File: src/prhc_pkg.sv
package prhc_pkg;
	localparam logic [11:0] REF_CTRL_OFF = 12'h01c;
	localparam logic [11:0] HOLD_CTRL_OFF = 12'h01d;
	localparam logic [11:0] STATUS_OFF = 12'h01f;
	localparam logic [11:0] REF_CTRL_ADDR = 12'h070;
	localparam logic [11:0] HOLD_CTRL_ADDR = 12'h074;
	localparam logic [11:0] STATUS_ADDR = 12'h07c;
	localparam logic [7:0] REF_CTRL_RST = 8'h00;
	localparam logic [7:0] HOLD_CTRL_RST = 8'h00;
	localparam int RC_DEGLITCH_OFF = 7;
	localparam int RC_MANUAL_CHOICE = 6;
	localparam int RC_USE_PIN = 5;
	localparam int RC_AUTO = 4;
	localparam int RC_NO_REVERT = 3;
	localparam int RC_SEC_PWR = 2;
	localparam int RC_PRI_PWR = 1;
	localparam int RC_DIFF = 0;
	localparam int HC_STAT_DIS = 4;
	localparam int HC_CMP_EN = 3;
	localparam int HC_HOLD_EN = 2;
	localparam int HC_EXT = 1;
	localparam int HC_HOLD_EN2 = 0;
	localparam int ST_HOLD_ACT = 5;
	localparam int ST_SEC_SEL = 4;
	localparam int ST_SEC_GOOD = 2;
	localparam int ST_PRI_GOOD = 1;
	localparam int ST_LOCK = 0;
	localparam logic [1:0] DEGLITCH_CYC = 2'h3;
	typedef enum logic [1:0] {
		PRHC_ON_PRI = 2'b00,
		PRHC_ON_SEC = 2'b01,
		PRHC_HOLD = 2'b10
	} prhc_state_e;
endpackage

File: src/prhc_sync_if.sv
`timescale 1ns/100ps
interface prhc_sync_if;
	logic [4:0] raw;
	logic [4:0] clean;
	modport owner(output raw, input clean);
	modport sync(input raw, output clean);
endinterface

File: src/prhc_pin_sync.sv
`timescale 1ns/100ps
module prhc_pin_sync (
	input wire logic clk,
	input wire logic rst_n,
	prhc_sync_if.sync sif
);
	logic [4:0] s1_q, s2_q, s3_q, out_q;
	logic [4:0] s1_d, s2_d, s3_d, out_d;

	// A change is accepted only once the second and third stages agree.
	always_comb begin
		s1_d = sif.raw;
		s2_d = s1_q;
		s3_d = s2_q;
		out_d = out_q;
		for (int i = 0; i < 5; i++) begin
			if (s2_q[i] == s3_q[i]) begin
				out_d[i] = s3_q[i];
			end
		end
	end

	always_ff @(posedge clk or negedge rst_n) begin
		if (!rst_n) begin
			s1_q <= 5'h00;
			s2_q <= 5'h00;
			s3_q <= 5'h00;
			out_q <= 5'h00;
		end else begin
			s1_q <= s1_d;
			s2_q <= s2_d;
			s3_q <= s3_d;
			out_q <= out_d;
		end
	end

	assign sif.clean = out_q;
endmodule

File: src/prhc_top.sv
// Chosen here: the APB slave port.
`timescale 1ns/100ps
// What this block does
// - Bit 7 set bypasses switchover deglitch.
// - Register mode: bit 6 picks secondary reference.
// - Manual: bit 5 chooses register or pin.
// - Bit 4 enables automatic switchover, single-ended only.
// - Bit 3 clear reverts to good primary.
// - Manual single-ended mode: bit 2 powers secondary input.
// - Manual mode: bit 1 powers primary input.
// - Bit 0 selects differential reference mode.
// - Holdover bit 4 disables status readback.
// - Comparator off reads as true.
// - Auto holdover uses comparator for prior lock.
// - Otherwise comparator result goes to monitor pins.
// - Holdover needs bits 2 and 0.
// - Bit 1 hands holdover to external pin.
// - Bit 0 is second holdover enable.
// - Status bit 5 shows holdover active.
// - Status bit 4 shows secondary selected.
module prhc_top (
	input wire logic MCLK,
	input wire logic RSTN,
	input wire logic PSEL,
	input wire logic PENABLE,
	input wire logic PWRITE,
	input wire logic [11:0] PADDR,
	input wire logic [31:0] PWDATA,
	output logic [31:0] PRDATA,
	output logic PREADY,
	output logic PSLVERR,
	input wire logic REF_SELECT_PIN,
	input wire logic HOLDOVER_PIN,
	input wire logic PRIMARY_REFERENCE_GOOD,
	input wire logic SECONDARY_REFERENCE_GOOD,
	input wire logic LOCK_DETECT_PIN_HIGH,
	input wire logic PLL_LOCKED,
	output logic SELECT_SECONDARY,
	output logic DEGLITCH_ENABLE,
	output logic PRIMARY_POWER_ON,
	output logic SECONDARY_POWER_ON,
	output logic DIFFERENTIAL_MODE,
	output logic HOLDOVER_ACTIVE,
	output logic REFERENCE_MONITOR_PIN,
	output logic STATUS_PIN
);
	logic [7:0] ref_ctrl_q, ref_ctrl_d;
	logic [7:0] hold_ctrl_q, hold_ctrl_d;
	logic [31:0] rdata_q, rdata_d;
	logic err_q, err_d;
	prhc_pkg::prhc_state_e st_q, st_d;
	logic sel_q, sel_d;
	logic [1:0] dg_cnt_q, dg_cnt_d;
	logic want_sec, auto_mode, hold_en, ext_hold, cmp_val, was_locked;
	logic pin_sel, pin_hold, pri_good, sec_good, ld_high;
	logic access, wr;

	prhc_sync_if sif();

	// All pins from other domains except PLL_LOCKED share one three-stage synchroniser.
	assign sif.raw = {LOCK_DETECT_PIN_HIGH, SECONDARY_REFERENCE_GOOD,
		PRIMARY_REFERENCE_GOOD, HOLDOVER_PIN, REF_SELECT_PIN};

	prhc_pin_sync u_sync (
		.clk(MCLK),
		.rst_n(RSTN),
		.sif(sif)
	);

	assign pin_sel = sif.clean[0];
	assign pin_hold = sif.clean[1];
	assign pri_good = sif.clean[2];
	assign sec_good = sif.clean[3];
	assign ld_high = sif.clean[4];

	function automatic logic [31:0] byte_word(input logic [7:0] b);
		byte_word = {24'h000000, b};
	endfunction

	// Register slave; it answers every access in its first access cycle.
	assign access = PSEL && PENABLE;
	assign wr = access && PWRITE;

	always_comb begin
		ref_ctrl_d = ref_ctrl_q;
		hold_ctrl_d = hold_ctrl_q;
		rdata_d = rdata_q;
		err_d = 1'b0;
		if (PSEL && !PENABLE) begin
			rdata_d = 32'h00000000;
			case (PADDR)
				prhc_pkg::REF_CTRL_ADDR: begin
					rdata_d = byte_word(ref_ctrl_q);
				end
				prhc_pkg::HOLD_CTRL_ADDR: begin
					rdata_d = byte_word(hold_ctrl_q);
				end
				prhc_pkg::STATUS_ADDR: begin
					// Status hides behind zeros while readback is disabled.
					if (!hold_ctrl_q[prhc_pkg::HC_STAT_DIS]) begin
						rdata_d[prhc_pkg::ST_HOLD_ACT] = st_q == prhc_pkg::PRHC_HOLD;
						rdata_d[prhc_pkg::ST_SEC_SEL] = sel_q;
						rdata_d[prhc_pkg::ST_SEC_GOOD] = sec_good;
						rdata_d[prhc_pkg::ST_PRI_GOOD] = pri_good;
						rdata_d[prhc_pkg::ST_LOCK] = PLL_LOCKED;
					end
				end
				default: begin
					err_d = 1'b1;
				end
			endcase
		end else if (access) begin
			err_d = err_q;
		end
		if (wr) begin
			case (PADDR)
				prhc_pkg::REF_CTRL_ADDR: begin
					ref_ctrl_d = PWDATA[7:0];
				end
				prhc_pkg::HOLD_CTRL_ADDR: begin
					hold_ctrl_d = {3'h0, PWDATA[4:0]};
				end
				default: begin
				end
			endcase
		end
	end

	always_ff @(posedge MCLK or negedge RSTN) begin
		if (!RSTN) begin
			ref_ctrl_q <= prhc_pkg::REF_CTRL_RST;
			hold_ctrl_q <= prhc_pkg::HOLD_CTRL_RST;
			rdata_q <= 32'h00000000;
			err_q <= 1'b0;
		end else begin
			ref_ctrl_q <= ref_ctrl_d;
			hold_ctrl_q <= hold_ctrl_d;
			rdata_q <= rdata_d;
			err_q <= err_d;
		end
	end

	assign PRDATA = rdata_q;
	assign PREADY = 1'b1;
	assign PSLVERR = access && err_q;

	// Automatic switching is refused in differential mode.
	assign auto_mode = ref_ctrl_q[prhc_pkg::RC_AUTO] &&
		!ref_ctrl_q[prhc_pkg::RC_DIFF];
	assign hold_en = hold_ctrl_q[prhc_pkg::HC_HOLD_EN] &&
		hold_ctrl_q[prhc_pkg::HC_HOLD_EN2];
	assign ext_hold = hold_ctrl_q[prhc_pkg::HC_EXT];
	assign cmp_val = hold_ctrl_q[prhc_pkg::HC_CMP_EN] ? ld_high : 1'b1;
	assign was_locked = cmp_val;

	always_comb begin
		if (ref_ctrl_q[prhc_pkg::RC_DIFF]) begin
			want_sec = 1'b0;
		end else if (ref_ctrl_q[prhc_pkg::RC_USE_PIN]) begin
			want_sec = pin_sel;
		end else begin
			want_sec = ref_ctrl_q[prhc_pkg::RC_MANUAL_CHOICE];
		end
	end

	// Selection and holdover state machine.
	always_comb begin
		st_d = st_q;
		case (st_q)
			prhc_pkg::PRHC_ON_PRI: begin
				if (hold_en && ext_hold && pin_hold) begin
					st_d = prhc_pkg::PRHC_HOLD;
				end else if (auto_mode && !pri_good && sec_good) begin
					st_d = prhc_pkg::PRHC_ON_SEC;
				end else if (auto_mode && !pri_good && hold_en && !ext_hold &&
					was_locked) begin
					st_d = prhc_pkg::PRHC_HOLD;
				end else if (!auto_mode && want_sec) begin
					st_d = prhc_pkg::PRHC_ON_SEC;
				end
			end
			prhc_pkg::PRHC_ON_SEC: begin
				if (hold_en && ext_hold && pin_hold) begin
					st_d = prhc_pkg::PRHC_HOLD;
				end else if (auto_mode) begin
					if (pri_good && !ref_ctrl_q[prhc_pkg::RC_NO_REVERT]) begin
						st_d = prhc_pkg::PRHC_ON_PRI;
					end else if (!sec_good && !pri_good && hold_en &&
						!ext_hold && was_locked) begin
						st_d = prhc_pkg::PRHC_HOLD;
					end
				end else if (!want_sec) begin
					st_d = prhc_pkg::PRHC_ON_PRI;
				end
			end
			prhc_pkg::PRHC_HOLD: begin
				if (!hold_en) begin
					st_d = prhc_pkg::PRHC_ON_PRI;
				end else if (ext_hold) begin
					if (!pin_hold) begin
						st_d = prhc_pkg::PRHC_ON_PRI;
					end
				end else if (pri_good) begin
					st_d = prhc_pkg::PRHC_ON_PRI;
				end else if (sec_good && auto_mode) begin
					st_d = prhc_pkg::PRHC_ON_SEC;
				end
			end
			default: begin
				st_d = prhc_pkg::PRHC_ON_PRI;
			end
		endcase
	end

	// The deglitch path holds a new choice for a few cycles before it
	// reaches the PLL mux, trading switch latency for a clean edge.
	always_comb begin
		sel_d = sel_q;
		dg_cnt_d = 2'h0;
		if ((st_q == prhc_pkg::PRHC_ON_SEC) != sel_q &&
			st_q != prhc_pkg::PRHC_HOLD) begin
			if (ref_ctrl_q[prhc_pkg::RC_DEGLITCH_OFF]) begin
				sel_d = st_q == prhc_pkg::PRHC_ON_SEC;
			end else if (dg_cnt_q == prhc_pkg::DEGLITCH_CYC) begin
				sel_d = st_q == prhc_pkg::PRHC_ON_SEC;
			end else begin
				dg_cnt_d = 2'(dg_cnt_q + 2'h1);
			end
		end
	end

	always_ff @(posedge MCLK or negedge RSTN) begin
		if (!RSTN) begin
			st_q <= prhc_pkg::PRHC_ON_PRI;
			sel_q <= 1'b0;
			dg_cnt_q <= 2'h0;
		end else begin
			st_q <= st_d;
			sel_q <= sel_d;
			dg_cnt_q <= dg_cnt_d;
		end
	end

	assign SELECT_SECONDARY = sel_q;
	assign DEGLITCH_ENABLE = !ref_ctrl_q[prhc_pkg::RC_DEGLITCH_OFF];
	assign DIFFERENTIAL_MODE = ref_ctrl_q[prhc_pkg::RC_DIFF];
	// Automatic mode keeps both inputs alive so either can be judged.
	assign PRIMARY_POWER_ON = auto_mode || ref_ctrl_q[prhc_pkg::RC_PRI_PWR];
	assign SECONDARY_POWER_ON = auto_mode ||
		(ref_ctrl_q[prhc_pkg::RC_SEC_PWR] && !ref_ctrl_q[prhc_pkg::RC_DIFF]);
	assign HOLDOVER_ACTIVE = st_q == prhc_pkg::PRHC_HOLD;
	assign REFERENCE_MONITOR_PIN = (hold_en && !ext_hold) ? 1'b0 : cmp_val;
	assign STATUS_PIN = (hold_en && !ext_hold) ? 1'b0 : cmp_val;
endmodule

File: config.mk
export PLATFORM = sky130hd
export DESIGN_NAME = prhc_top
export DESIGN_NICKNAME = d
export VERILOG_FILES = /design/src/prhc_pkg.sv /design/src/prhc_sync_if.sv /design/src/prhc_pin_sync.sv /design/src/prhc_top.sv
export SDC_FILE = /design/constraint.sdc
export NUM_CORES = 1
export LEC_CHECK = 0
export ABC_AREA = 1
export ABC_CLOCK_PERIOD_IN_PS = 3700
export BUFFER_PORTS_ARGS = -buffer_cell sky130_fd_sc_hd__buf_2
export CAP_MARGIN = 20
export CORE_MARGIN = 5
export CORE_UTILIZATION = 50
export DETAILED_ROUTE_END_ITERATION = 7
export GPL_TIMING_DRIVEN = 0
export MAX_ROUTING_LAYER = met4
export PLACE_DENSITY_LB_ADDON = 0.12
export SLEW_MARGIN = 25
export SYNTH_ARGS = -nofsm -noshare
export SYNTH_HDL_FRONTEND = slang
export SYNTH_SLANG_ARGS = --single-unit
File: constraint.sdc
create_clock -name MCLK -period 3.7 [get_ports MCLK]
set_input_delay 0.555 -clock MCLK [delete_from_list [all_inputs] [get_ports MCLK]]
set_output_delay 0.555 -clock MCLK [all_outputs]
set_load 0.01 [all_outputs]
==> impl_metrics.toml <==
[die]
rows = 25
ios = 97
coreArea_mm2 = 0.00466
die_width_um = 79.0
start_util_pct = 51.1
dieArea_mm2 = 0.00624
die_h_um = 79.0

[layout]
final_nets = 413
n_antenna_cell = 0
fillCellCount = 430
multi_input_area_um2 = 927
seqCellArea_mm2 = 0.00118
layout-drive-gt1-share_pct = 28.2
syn2layout_area_growth_pct = 20.4

[power_and_ir_drop]
irDropWorstVdd_mv = 0.314
p_leak_nw = 1.58
p_sw_share_pct = 29.6
p_total_mw = 1.09
p_per_area_mw_per_mm2 = 381
netSwitchingPower_mw = 0.323
clkPwrFrac_pct = 29.8
combPwrFrac_pct = 17.7
p_int_mw = 0.769
p_seq_share_pct = 52.5

[sta]
fin_crit_sh_pct = 54.7
skew_ns = 0.00883
drv_slew = 0
period_needed_ns = 2.02
holdWs_ns = 0.235
fmax_mhz = 494
worst_pin_slew_ns = 0.583
tns_ns = 0
slew-limit-headroom_pct = 61.1
setup_ws_ns = 1.68
rsz0062_at_grt = "no"
hold_viol = 0
setup_viol = 0

[cts]
cts_hold_buffers = 0
cts_sinks = 47
clk_path_buf_depth = 2
h-tree-depth = 2
clockRootBuffer = "clkbuf_8"
cts_setup_buffers = 0
clkTransAtPathRegs_ns = 0.10
cts_tree = "done"
cts-buffers-inserted = 5
postCtsResizedCells = 0
clk_latency_ns = 0.31

[setup_path]
start_kind = "flip-flop"
reg2reg_slack_ns = 2.17
critical_path.startpoint = "hold_ctrl_q[0]$_DFFE_PN0P_"
reg2reg_from = "hold_ctrl_q[0]$_DFFE_PN0P_"
worst_r2r_endpoint = "st_q[1]$_DFFE_PN0P_"
crit_type = "flip-flop to output port"
critPathRequiredTime_ns = 3.14
critPathArrivalTime_ns = 1.47
crit_fanout = 6
worstRegToRegCells = 9
end_kind = "output port"

[routing]
drtIter0Drc = 120
viasPerCell = 4.62
first_pass_iters = 4
drt_drc_violations_left = 0
via_count = 1902
detail_route.wl_per_cell_um = 11.6
ant_nets = 0
drt-total-wl_um = 4790

[logic_synthesis]
yosysTopAreaCellShare_pct = 49.4
yosys.area.top_type = "dfrtp_1"
synth_top_family_by_area = "simple AND/OR/NAND/NOR gates"
yosysMostFrequentCell = "nand2_1"
avgSynthCellArea_um2 = 8.51
syn_inst = 280
synth-edff-count = 0
ys_seq_area_share_pct = 49.4
synthMuxAreaShare_pct = 0
synthTopCellsByCount = "nand2_1 (67), dfrtp_1 (47), inv_1 (35)"
async_flop_share_pct = 100
synthSimpleGateAreaFrac_pct = 25.2
synth_warnings = 0
yosys.cell_types.count = 29
synth-xor-area-share_pct = 0
synthesis.area_mm2 = 0.00238
synth_flop_cell = "dfrtp_1"
synth_area_leaders = "dfrtp_1 (49%), nand2_1 (11%), buf_4 (8.2%), inv_1 (5.5%), nand3_1 (4.4%)"
synth_compound_area_share_pct = 7.14
synth_fa_ha_area_share_pct = 2.63
synth_seq_cells = 47

[global_route]
track_usage_pct = 17.5
grt_start_max_net_pins = 48
antenna_found_initial = 0
grt_pass1_vias = 1808
overflow = 0
grt_pass1_wl_um = 8380

[job]
drv_cap = 0

[status]
status = "completed"

[placement]
place_congestion = 0.826
hpwl_um = 3740
io_buffers = 47
place_ws_ns = 1.74

[min_path]
min_path_type = "primary input to async pin"
-- worst max-delay path by stage --
| stage | end | slack [ns] | cells after the start |
|---|---|---|---|
| floorplan | ref_ctrl_q[7]$_DFFE_PN0P_ | 2.09 | 9 |
| global placement | hold_ctrl_q[1]$_DFFE_PN0P_ | 1.79 | 8 |
| detailed placement | hold_ctrl_q[3]$_DFFE_PN0P_ | 1.74 | 8 |
| CTS | STATUS_PIN | 1.66 | 5 |
| global route | STATUS_PIN | 1.54 | 5 |
| finish | STATUS_PIN | 1.68 | 5 |
-- power by group through the flow --
stage	Combinational (mW)	Clock (mW)	Sequential, mW
6_report	0.193	0.326	0.573
5_1_grt	0.226	0.362	0.579
4_1_cts	0.195	0.338	0.573
3_5_place_dp	0.194	0	0.584
3_3_place_gp	0.190	0	0.581
2_1_floorplan	0.136	0	0.580
-- critical path, stage by stage, from the launching register on --
cell and delay (ns):
dfrtp_1 0.41, nand2_1 0.10, nor2_1 0.29, a21oi_1 0.10
buf_4 0.14, buf_2 0.13
-- final cells by class --
cell class                 instances  area share, %
buffer                            28           7.89
timing repair buffer              47           8.29
multi-input combinational        191           32.3
clock buffer                       5           2.40
sequential                        47           41.0
tap                               54           2.35
clock inverter                     3          0.916
inverter                          37           4.84
-- registers in the layout (all words and copies together) (netlist names), 2 cells and up --
name,flops
u_sync.sif.clean,5
u_sync.s3_q,5
hold_ctrl_q,5
st_q,2
dg_cnt_q,2
PRDATA,8
u_sync.s1_q,5
u_sync.s2_q,5
ref_ctrl_q,8
-- cells in the final DEF, fill, tap and decap left out --
cell type,synthesis,final
o21a_1,4,4
o211ai_1,1,1
nor2_1,28,28
buf_6,1,1
a21oi_1,1,1
clkbuf_8,0,5
dfrtp_1,47,47
conb_1,2,25
buf_12,1,1
nor4_1,1,1
clkinv_4,0,1
o21ai_0,6,6
nor2_2,2,2
nor2_4,2,2
o22ai_1,1,1
or2_1,1,1
nand4_1,9,9
maj3_1,5,5
inv_2,1,1
nand2_1,67,67
or2_2,1,1
ha_1,1,1
nand2_2,3,3
o31ai_1,2,2
inv_1,35,35
nand3_1,21,21
buf_2,0,46
buf_4,26,27
a31oi_1,1,1
o21ai_2,8,8
clkinv_1,1,1
nor3_2,1,1
inv_6,0,2
-- routing by layer --
| metal | track usage [%] | vias to the layer above | wire (um) |
|---|---|---|---|
| li1 | - | 990 | - |
| met1 | 21.9 | 847 | 2130 |
| met2 | 27.1 | 60 | 2190 |
| met3 | 4.54 | 5 | 386 |
| met4 | 7.56 | 0 | 85 |
| met5 | - | - | 0 |
-- logic make-up after synthesis --
family,count (synthesis)
AND/OR/NAND/NOR,136
buffers and inverters,65
flip-flops,47
AO/OA/AOI/OAI,24
adder cells (fa/ha/maj),6
other,2
-- through the flow --
step,area (um^2),util [%],std cells
global placement,2770,59.5,404
CTS,2870,61.5,412
detailed placement,2770,59.5,404
floorplan,2470,-,303
global route,2870,61.6,412
finish,2870,61.6,412
(Power assumes the default switching activity.)
